File: config.mk
export PLATFORM = sky130hd
export DESIGN_NAME = nsc_config_bank
export DESIGN_NICKNAME = d
export VERILOG_FILES = /design/src/hdl/nsc_pkg.sv /design/src/hdl/nsc_config_bank.sv
export SDC_FILE = /design/constraint.sdc
export NUM_CORES = 1
export LEC_CHECK = 0
export ABC_AREA = 1
export BUFFER_PORTS_ARGS = -buffer_cell sky130_fd_sc_hd__buf_2
export CAP_MARGIN = 25
export CORE_MARGIN = 4
export CORE_UTILIZATION = 55
export DETAILED_ROUTE_END_ITERATION = 10
export PLACE_DENSITY_LB_ADDON = 0.12
export SLEW_MARGIN = 20
export SYNTH_ARGS = -nofsm -noshare
export SYNTH_HDL_FRONTEND = slang
export SYNTH_SLANG_ARGS = --single-unit
File: constraint.sdc
create_clock -name i_mclk -period 2.2 [get_ports i_mclk]
set_clock_uncertainty 0.05 [all_clocks]
set_input_delay 0.11 -clock i_mclk [delete_from_list [all_inputs] [get_ports i_mclk]]
set_output_delay 0.11 -clock i_mclk [all_outputs]
set_load 0.01 [all_outputs]
File: src/hdl/nsc_pkg.sv
/*
 * Package of the node switch configuration bank: register numbers, field
 * positions, reset values and the request/answer carriers.
 * Assumes a single 200 MHz switch clock domain.
 */
`default_nettype none
package nsc_pkg;

    // =========================================================
    // Register numbers
    localparam logic [7:0] NSC_REG_IDENT    = 8'h00;
    localparam logic [7:0] NSC_REG_TOPO     = 8'h01;
    localparam logic [7:0] NSC_REG_PROT     = 8'h04;
    localparam logic [7:0] NSC_REG_NODEID   = 8'h05;
    localparam logic [7:0] NSC_REG_PLL      = 8'h06;
    localparam logic [7:0] NSC_REG_SWDIV    = 8'h07;
    localparam logic [7:0] NSC_REG_REFDIV   = 8'h08;
    localparam logic [7:0] NSC_REG_SCANID   = 8'h09;
    localparam logic [7:0] NSC_REG_USER     = 8'h0A;
    localparam logic [7:0] NSC_REG_DIRLO    = 8'h0C;
    localparam logic [7:0] NSC_REG_DIRHI    = 8'h0D;
    localparam logic [7:0] NSC_REG_RSVA     = 8'h10;
    localparam logic [7:0] NSC_REG_RSVB     = 8'h11;

    // =========================================================
    // Field positions
    localparam int NSC_PROT_CTL_BIT   = 31;
    localparam int NSC_PROT_PLL_BIT   = 8;
    localparam int NSC_PROT_HDR_BIT   = 0;
    localparam int NSC_PLL_NORST_BIT  = 31;
    localparam int NSC_PLL_NOWAIT_BIT = 30;
    localparam int NSC_PLL_BYP_BIT    = 29;
    localparam int NSC_PLL_JTAG_BIT   = 28;
    localparam int NSC_PLL_OD_MSB     = 25;
    localparam int NSC_PLL_OD_LSB     = 23;
    localparam int NSC_PLL_F_MSB      = 20;
    localparam int NSC_PLL_F_LSB      = 8;
    localparam int NSC_PLL_R_MSB      = 6;
    localparam int NSC_PLL_R_LSB      = 0;
    localparam int NSC_USER_SPLIT     = 18;

    // Writable bits of each register
    localparam logic [31:0] NSC_PROT_MASK = 32'h8000_0101;
    localparam logic [31:0] NSC_PLL_MASK  = 32'hF39F_FF7F;
    localparam logic [31:0] NSC_HALF_MASK = 32'h0000_FFFF;
    localparam logic [31:0] NSC_RSV_MASK  = 32'h0000_0003;

    // =========================================================
    // Reset values
    localparam logic [31:0] NSC_PROT_RST   = 32'h0000_0000;
    localparam logic [15:0] NSC_NODEID_RST = 16'h0000;
    localparam logic [31:0] NSC_PLL_RST    = 32'h0000_0000;
    localparam logic [15:0] NSC_SWDIV_RST  = 16'h0000;
    localparam logic [15:0] NSC_REFDIV_RST = 16'h0003;
    localparam logic [31:0] NSC_DIR_RST    = 32'h0000_0000;
    localparam logic [1:0]  NSC_RSV_RST    = 2'h0;

    // =========================================================
    // Carriers
    typedef struct packed {
        logic        valid;
        logic        write;
        logic [7:0]  regnum;
        logic [31:0] wdata;
    } nsc_req_s;

    typedef struct packed {
        logic        valid;
        logic        ack;
        logic [31:0] rdata;
    } nsc_rsp_s;

    typedef struct packed {
        logic        valid;
        logic [15:0] dest;
    } nsc_route_req_s;

    typedef struct packed {
        logic        valid;
        logic        local_hit;
        logic [3:0]  direction;
    } nsc_route_rsp_s;

endpackage : nsc_pkg

`default_nettype wire

File: src/hdl/nsc_config_bank.sv
/*
 * Node switch configuration bank: the register file reached by node
 * configuration reads and writes, plus the dimension-order route lookup.
 * Assumes requests arrive synchronous to i_mclk, one per cycle at most,
 * and that identity and topology values are static inputs.
 */
// Overview of operation
// Registers reachable only via configuration read/write requests carrying a register number.
// Identification shows boot pins captured at reset, revision and version.
// Topology register reports link count, switch processors, device processors.
// Protection bit 31 set blocks writes to switch control registers.
// Protection bit 8 set blocks writes to the PLL register.
// Protection bit 0 picks header length: zero two bytes, one single byte.
// Node identity is sixteen writable bits resetting zero; upper half reserved.
// Any accepted PLL register write pulses the tile reset.
// PLL write with bit 31 set suppresses the chip reset.
// PLL bit 30 set skips waiting for PLL relock.
// PLL bit 29 places the PLL in bypass.
// PLL bit 28 switches boot mode to the scan port.
// PLL holds output divider, feedback multiplier and input divider fields.
// Switch clock divider is sixteen writable bits resetting zero.
// Reference clock divider is sixteen writable bits resetting three.
// Scan identification register is read-only, full 32-bit code.
// User code register returns programmed code high and metal code low.
// Low directions hold eight nibbles for identity bits 7..0.
// High directions hold eight nibbles for identity bits 15..8.
// Route by direction of most significant differing identity bit.
// Blocked writes change nothing and still complete normally.
`timescale 1ns/1ps
`default_nettype none

module nsc_config_bank
    import nsc_pkg::*;
#(
    parameter logic [7:0]  SWITCH_REVISION = 8'h01,
    parameter logic [7:0]  SWITCH_VERSION  = 8'h01,
    parameter logic [7:0]  LINK_COUNT      = 8'h08,
    parameter logic [7:0]  SWITCH_PROCS    = 8'h02,
    parameter logic [7:0]  DEVICE_PROCS    = 8'h04,
    // Arbitrary identification values, not those of any part
    parameter logic [31:0] SCAN_ID_CODE    = 32'h0000_0001,
    parameter logic [17:0] METAL_ID_CODE   = 18'h0_0000
)(
    // Clock and reset
    input  wire logic            i_mclk,
    input  wire logic            i_reset_n,
    // Strap and fuse inputs
    input  wire logic [7:0]      i_boot_control_pins,
    input  wire logic [13:0]     i_otp_user_code,
    // Configuration requests
    input  wire nsc_pkg::nsc_req_s       i_req,
    output var   nsc_pkg::nsc_rsp_s      o_rsp,
    // Route lookup
    input  wire nsc_pkg::nsc_route_req_s i_route,
    output var   nsc_pkg::nsc_route_rsp_s o_route,
    // Controls to the rest of the node
    output logic                 o_one_byte_header,
    output logic [15:0]          o_node_id,
    output logic                 o_tile_reset,
    output logic                 o_chip_reset,
    output logic                 o_pll_skip_relock,
    output logic                 o_pll_bypass,
    output logic                 o_boot_from_jtag,
    output logic [2:0]           o_pll_output_divider,
    output logic [12:0]          o_pll_feedback_mult,
    output logic [6:0]           o_pll_input_divider,
    output logic [15:0]          o_switch_clk_div,
    output logic [15:0]          o_ref_clk_div
);
    import nsc_pkg::*;

    // =========================================================
    // State
    typedef enum logic [1:0] {
        NSC_ST_CAPTURE = 2'b00,
        NSC_ST_RUN     = 2'b01
    } nsc_phase_e;

    typedef struct packed {
        nsc_phase_e     phase;
        logic [7:0]     boot_pins;
        logic [31:0]    prot;
        logic [15:0]    node_id;
        logic [31:0]    pll;
        logic [15:0]    sw_div;
        logic [15:0]    ref_div;
        logic [31:0]    dir_lo;
        logic [31:0]    dir_hi;
        logic [1:0]     rsv_a;
        logic [1:0]     rsv_b;
        nsc_rsp_s       rsp;
        nsc_route_rsp_s route;
        logic           tile_reset;
        logic           chip_reset;
    } nsc_state_s;

    nsc_state_s state_ff;
    nsc_state_s nxt_state;

    // =========================================================
    // Helpers
    function automatic logic [31:0] nsc_merge(input logic [31:0] old_v,
                                              input logic [31:0] new_v,
                                              input logic [31:0] mask);
        nsc_merge = (old_v & ~mask) | (new_v & mask);
    endfunction : nsc_merge

    function automatic logic [31:0] nsc_read(input nsc_state_s s, input logic [7:0] num);
        case (num)
            NSC_REG_IDENT:  nsc_read = {8'h00, s.boot_pins, SWITCH_REVISION,
                                        SWITCH_VERSION};
            NSC_REG_TOPO:   nsc_read = {8'h00, LINK_COUNT, SWITCH_PROCS,
                                        DEVICE_PROCS};
            NSC_REG_PROT:   nsc_read = s.prot;
            NSC_REG_NODEID: nsc_read = {16'h0000, s.node_id};
            NSC_REG_PLL:    nsc_read = s.pll;
            NSC_REG_SWDIV:  nsc_read = {16'h0000, s.sw_div};
            NSC_REG_REFDIV: nsc_read = {16'h0000, s.ref_div};
            NSC_REG_SCANID: nsc_read = SCAN_ID_CODE;
            NSC_REG_USER:   nsc_read = {i_otp_user_code, METAL_ID_CODE};
            NSC_REG_DIRLO:  nsc_read = s.dir_lo;
            NSC_REG_DIRHI:  nsc_read = s.dir_hi;
            NSC_REG_RSVA:   nsc_read = {30'h0000_0000, s.rsv_a};
            NSC_REG_RSVB:   nsc_read = {30'h0000_0000, s.rsv_b};
            default:        nsc_read = 32'h0000_0000;
        endcase
    endfunction : nsc_read

    // Direction nibble for the highest mismatching identity bit
    function automatic nsc_route_rsp_s nsc_lookup(input logic [15:0] dest,
                                                  input logic [15:0] own,
                                                  input logic [63:0] dirs);
        logic [15:0] diff;
        diff = dest ^ own;
        nsc_lookup.valid     = 1'b1;
        nsc_lookup.local_hit = (diff == 16'h0000);
        nsc_lookup.direction = 4'h0;
        for (int i = 0; i < 16; i++)
        begin
            if (diff[i])
            begin
                nsc_lookup.direction = dirs[4*i +: 4];
            end
        end
    endfunction : nsc_lookup

    // =========================================================
    // Next state
    always_comb
    begin
        logic        wr;
        logic        ctl_lock;
        logic [31:0] wd;
        wr        = 1'b0;
        ctl_lock  = 1'b0;
        wd        = 32'h0000_0000;
        nxt_state = state_ff;
        nxt_state.rsp        = '0;
        nxt_state.route      = '0;
        nxt_state.tile_reset = 1'b0;
        nxt_state.chip_reset = 1'b0;

        // Pins sampled once, on the first edge after reset release
        case (state_ff.phase)
            NSC_ST_CAPTURE:
            begin
                nxt_state.boot_pins = i_boot_control_pins;
                nxt_state.phase     = NSC_ST_RUN;
            end
            NSC_ST_RUN:
            begin
                nxt_state.phase = NSC_ST_RUN;
            end
            default:
            begin
                nxt_state.phase = NSC_ST_RUN;
            end
        endcase

        // One answer per request; blocked writes still ack
        if (i_req.valid)
        begin
            nxt_state.rsp.valid = 1'b1;
            nxt_state.rsp.ack   = 1'b1;
            nxt_state.rsp.rdata = i_req.write ? 32'h0000_0000
                                              : nsc_read(state_ff, i_req.regnum);
        end

        wr       = i_req.valid && i_req.write;
        wd       = i_req.wdata;
        ctl_lock = state_ff.prot[NSC_PROT_CTL_BIT];

        if (wr)
        begin
            case (i_req.regnum)
                // The lock bit itself stays writable so it can be released
                NSC_REG_PROT:
                begin
                    nxt_state.prot = nsc_merge(32'h0000_0000, wd, NSC_PROT_MASK);
                end
                NSC_REG_NODEID:
                begin
                    if (!ctl_lock)
                    begin
                        nxt_state.node_id = wd[15:0];
                    end
                end
                NSC_REG_PLL:
                begin
                    if (!state_ff.prot[NSC_PROT_PLL_BIT])
                    begin
                        nxt_state.pll        = nsc_merge(32'h0000_0000, wd,
                                                         NSC_PLL_MASK);
                        nxt_state.tile_reset = 1'b1;
                        nxt_state.chip_reset = !wd[NSC_PLL_NORST_BIT];
                    end
                end
                NSC_REG_SWDIV:
                begin
                    if (!ctl_lock)
                    begin
                        nxt_state.sw_div = wd[15:0];
                    end
                end
                NSC_REG_REFDIV:
                begin
                    if (!ctl_lock)
                    begin
                        nxt_state.ref_div = wd[15:0];
                    end
                end
                NSC_REG_DIRLO:
                begin
                    if (!ctl_lock)
                    begin
                        nxt_state.dir_lo = wd;
                    end
                end
                NSC_REG_DIRHI:
                begin
                    if (!ctl_lock)
                    begin
                        nxt_state.dir_hi = wd;
                    end
                end
                NSC_REG_RSVA:
                begin
                    if (!ctl_lock)
                    begin
                        nxt_state.rsv_a = wd[1:0];
                    end
                end
                NSC_REG_RSVB:
                begin
                    if (!ctl_lock)
                    begin
                        nxt_state.rsv_b = wd[1:0];
                    end
                end
                // Read-only and unmapped numbers ignore writes
                default:
                begin
                    nxt_state.rsv_b = state_ff.rsv_b;
                end
            endcase
        end

        if (i_route.valid)
        begin
            nxt_state.route = nsc_lookup(i_route.dest, state_ff.node_id,
                                         {state_ff.dir_hi, state_ff.dir_lo});
        end
    end

    // =========================================================
    // Registers
    always_ff @(posedge i_mclk or negedge i_reset_n)
    begin
        if (!i_reset_n)
        begin
            state_ff.phase      <= NSC_ST_CAPTURE;
            state_ff.boot_pins  <= 8'h00;
            state_ff.prot       <= NSC_PROT_RST;
            state_ff.node_id    <= NSC_NODEID_RST;
            state_ff.pll        <= NSC_PLL_RST;
            state_ff.sw_div     <= NSC_SWDIV_RST;
            state_ff.ref_div    <= NSC_REFDIV_RST;
            state_ff.dir_lo     <= NSC_DIR_RST;
            state_ff.dir_hi     <= NSC_DIR_RST;
            state_ff.rsv_a      <= NSC_RSV_RST;
            state_ff.rsv_b      <= NSC_RSV_RST;
            state_ff.rsp        <= '0;
            state_ff.route      <= '0;
            state_ff.tile_reset <= 1'b0;
            state_ff.chip_reset <= 1'b0;
        end
        else
        begin
            state_ff <= nxt_state;
        end
    end

    // =========================================================
    // Outputs, all straight from flops
    assign o_rsp                = state_ff.rsp;
    assign o_route              = state_ff.route;
    assign o_one_byte_header    = state_ff.prot[NSC_PROT_HDR_BIT];
    assign o_node_id            = state_ff.node_id;
    assign o_tile_reset         = state_ff.tile_reset;
    assign o_chip_reset         = state_ff.chip_reset;
    assign o_pll_skip_relock    = state_ff.pll[NSC_PLL_NOWAIT_BIT];
    assign o_pll_bypass         = state_ff.pll[NSC_PLL_BYP_BIT];
    assign o_boot_from_jtag     = state_ff.pll[NSC_PLL_JTAG_BIT];
    assign o_pll_output_divider = state_ff.pll[NSC_PLL_OD_MSB:NSC_PLL_OD_LSB];
    assign o_pll_feedback_mult  = state_ff.pll[NSC_PLL_F_MSB:NSC_PLL_F_LSB];
    assign o_pll_input_divider  = state_ff.pll[NSC_PLL_R_MSB:NSC_PLL_R_LSB];
    assign o_switch_clk_div     = state_ff.sw_div;
    assign o_ref_clk_div        = state_ff.ref_div;

endmodule : nsc_config_bank

`default_nettype wire

==> impl_metrics.json <==
{
  "status": "finished, final reports clean",
  "syn_area_um2": 9780,
  "vdd_drop_max_mv": 0.546,
  "slew_viol_final": 0,
  "synth_seq_area_share_pct": 50.2,
  "hpwlAfterDp_mm": 20.6,
  "grt_max_degree": 56,
  "layout-drive-gt1-share_pct": 23.9,
  "synth.distinct_cells": 38,
  "die_h_um": 141,
  "hold_ws_ns": 0.0341,
  "synth_fp_nets": 1245,
  "cts_buffer_depth": 2,
  "gp_congestion": 0.983,
  "p_leak_uw": 0.00596,
  "coreArea_um2": 17400,
  "synth_area_leaders": "dfrtp_1 (50%), nand2_1 (12%), buf_4 (8.5%), o21ai_0 (8.2%), inv_1 (4.6%)",
  "path_depth": 24,
  "hold_viol": 0,
  "io_buffers": 199,
  "slew_headroom_pct": 58.9,
  "setup.worst_path.start_class": "flip-flop",
  "dr.pass1.iters": 6,
  "rr_worst_depth": 24,
  "drcViolationCount": 0,
  "ys.flop_type": "dfrtp_1",
  "num_vias": 8594,
  "antenna_found_initial": 0,
  "fillCellCount": 1459,
  "start_util_pct": 56.3,
  "rsz0062_at_grt": "true",
  "drt-initial-drc-count": 779,
  "multi_input_comb_area_um2": 3450,
  "synth_edf_count": 0,
  "worst_slew_pin_slew_ns": 0.615,
  "clk_latency_ns": 0.43,
  "critPathMaxFanout": 9,
  "switching_share_pct": 23.7,
  "ios": 200,
  "p_per_area_nw_per_um2": 661,
  "crit_top_cell": "nand2_1",
  "synth_top_area_share_pct": 49.6,
  "fin_crit_sh_pct": 93.0,
  "met2_usage_pct": 45.9,
  "whs_path_depth": 3,
  "internal_power_uw": 5910,
  "ys_ff_latch": 196,
  "crit_family": "simple AND/OR/NAND/NOR gates",
  "total_power_uw": 7750,
  "die_area_um2": 20000,
  "overflow": 0,
  "async_reset_ff_share_pct": 100,
  "cts_inserted_buffers": 17,
  "top_usage_layer": "met2",
  "yosys_warnings": 0,
  "post_drt_wl_per_cell_um": 18.4,
  "avgSynthCellArea_um2": 8.41,
  "cts_tree": "done",
  "end_kind": "flip-flop",
  "grt_util_met1_pct": 42.2,
  "cp_data_required_time_ns": 2.44,
  "syn_to_final_growth_pct": 19.8,
  "regArea_um2": 4910,
  "dpl-instance-area_um2": 10500,
  "setup_viol": 0,
  "diodes": 0,
  "final_cell_mix": "nand2_1 (310), buf_2 (198), dfrtp_1 (192)",
  "max_stage_delay_ns": 0.41,
  "ctsHtreeMaxLevel": 4,
  "switchingPower_uw": 1840,
  "grt.total_usage_pct": 29.7,
  "fmax_mhz": 489,
  "synthesis.instances": 1162,
  "ant_nets": 0,
  "critical_path_class": "flip-flop to flip-flop",
  "crit_buf_inv": 2,
  "wl_mm": 28.9,
  "combinationalPowerShare_pct": 8.6,
  "clkTransAtPathRegs_ns": 0.07,
  "drv_cap": 0,
  "synth.largest_area_cell": "dfrtp_1",
  "seqPwrFrac_pct": 48.8,
  "fin_nets": 1414,
  "path_cells": "inv_1 -> nand2_1 -> nand2_4 -> nand2_1 -> inv_1 -> nand2_1 -> nand2_1 -> nand2_1 -> nand2_1 -> nand2_1 -> nand2_1 -> nand2_1 -> nand2_1 -> nand2_1 -> nand2_1 -> nand2_1 -> nand2_1 -> nand2_1 -> nand2_1 -> nand2_1 -> nand2_1 -> nand2_1 -> nand2_1 -> a21oi_1",
  "use_met3_pct": 5.70,
  "clockRootBuffer": "clkbuf_16",
  "grt_pass1_vias": 8455,
  "cts_sinks": 196,
  "grt_pass1_wl_mm": 46.1,
  "via_per_inst": 5.48,
  "rows": 48,
  "p_clk_share_pct": 42.6,
  "final_common_cell": "nand2_1",
  "hold_class": "input pin to flip-flop",
  "cp_data_arrival_time_ns": 2.29,
  "min_period_ns": 2.05,
  "cp_slowest_cell": "dfrtp_1",
  "die_w_um": 141,
  "design_area_um2": 11700
}
## flip-flops by register name, summed over array words and instances (netlist names)
name	count
o_boot_from_jtag	1
o_chip_reset	1
o_node_id	16
o_one_byte_header	1
o_pll_bypass	1
o_pll_feedback_mult	13
o_pll_input_divider	7
o_pll_output_divider	3
o_pll_skip_relock	1
o_ref_clk_div	16
o_route	6
o_rsp	33
o_switch_clk_div	16
o_tile_reset	1
state_ff	80
## path summary, 6_finish.rpt
path	start	slack, ns	endpoint
setup / recovery	o_node_id[2]	0.15	o_route[2]
hold / removal	i_otp_user_code[0]	0.03	o_rsp[18]
setup reg to reg	o_node_id[2]	0.15	o_route[2]
hold reg to reg	state_ff[109]	0.44	state_ff[109]
max in group asynchronous	i_reset_n	1.19	o_rsp[16]
min in group asynchronous	i_reset_n	0.16	o_switch_clk_div[10]
## synthesized netlist by cell type, drive strengths merged (6+ instances only)
| master | number |
|---|---|
| a21oi | 16 |
| a221oi | 25 |
| a22o | 6 |
| a22oi | 6 |
| a31oi | 8 |
| a32o | 8 |
| a41oi | 7 |
| buf | 126 |
| clkbuf | 25 |
| dfrtp | 194 |
| inv | 128 |
| mux2 | 8 |
| nand2 | 319 |
| nand3 | 16 |
| nor2 | 42 |
| nor3 | 12 |
| o21ai | 186 |
| xor2 | 9 |
## layout make-up
| class | count | share of cell area (%) |
|---|---|---|
| sequential | 196 | 41.9 |
| multi-input combinational | 687 | 29.5 |
| timing repair buffer | 301 | 16.8 |
| inverter | 128 | 4.10 |
| clock buffer | 20 | 3.81 |
| tap | 225 | 2.40 |
| clock inverter | 12 | 1.53 |
## routing by layer
metal | wire (um) | vias to the layer above
met4 | 786 | 0
met2 | 13300 | 381
met1 | 12500 | 4145
met3 | 2360 | 61
li1 | - | 4007
met5 | 0 | -
## cell families (layout without fill, tap and decap cells)
family	after synthesis	after routing	synth area share (%)
muxes	8	8	0.921
and+or+nand+nor	398	398	16.5
other	1	1	0.0384
xor gates and xnor gates	13	13	1.24
buffers and inverters	279	461	15.2
DFF	196	196	50.2
AOI/OAI and AO/OA	267	267	15.9
## what timing repair did
item	4_1_cts	5_1_grt
hold buffers	53	0
gates resized for setup	0	21
setup buffers	0	3
endpoints found under the hold margin	173	0
endpoints found under the setup margin	0	4
## per-stage QoR
| stage | std cells | TNS, ns | util (%) | setup WS, ns |
|---|---|---|---|---|
| 6_report | 1569 | 0 | 67.5 | 0.154 |
| 5_1_grt | 1569 | -0.208 | 67.5 | -0.0741 |
| 4_1_cts | 1566 | 0 | 67.0 | 0.0808 |
| 3_5_place_dp | 1481 | 0 | 60.3 | 0.107 |
| 3_3_place_gp | 1481 | 0 | 60.3 | 0.136 |
| 2_1_floorplan | 1162 | 0 | - | 0.400 |
## worst register-to-register path: stages, from the launching register on
cell and delay, ns:
dfrtp_1 0.41, inv_1 0.11, nand2_1 0.10, nand2_4 0.12, nand2_1 0.07, inv_1 0.05
nand2_1 0.05, nand2_1 0.05, nand2_1 0.04, nand2_1 0.07, nand2_1 0.06, nand2_1 0.05
nand2_1 0.04, nand2_1 0.05, nand2_1 0.05, nand2_1 0.05, nand2_1 0.04, nand2_1 0.06
nand2_1 0.05, nand2_1 0.07, nand2_1 0.05, nand2_1 0.06, nand2_1 0.05, nand2_1 0.05
a21oi_1 0.06
## power by group through the flow
stage / Clock [uW] / Combinational [uW] / Sequential (uW)
floorplan: 0 / 323 / 3820
detailed placement: 0 / 577 / 3840
global route: 3490 / 750 / 3790
CTS: 3340 / 653 / 3770
finish: 3300 / 668 / 3780
global placement: 0 / 571 / 3840
Power figures use the tool's default switching activity.
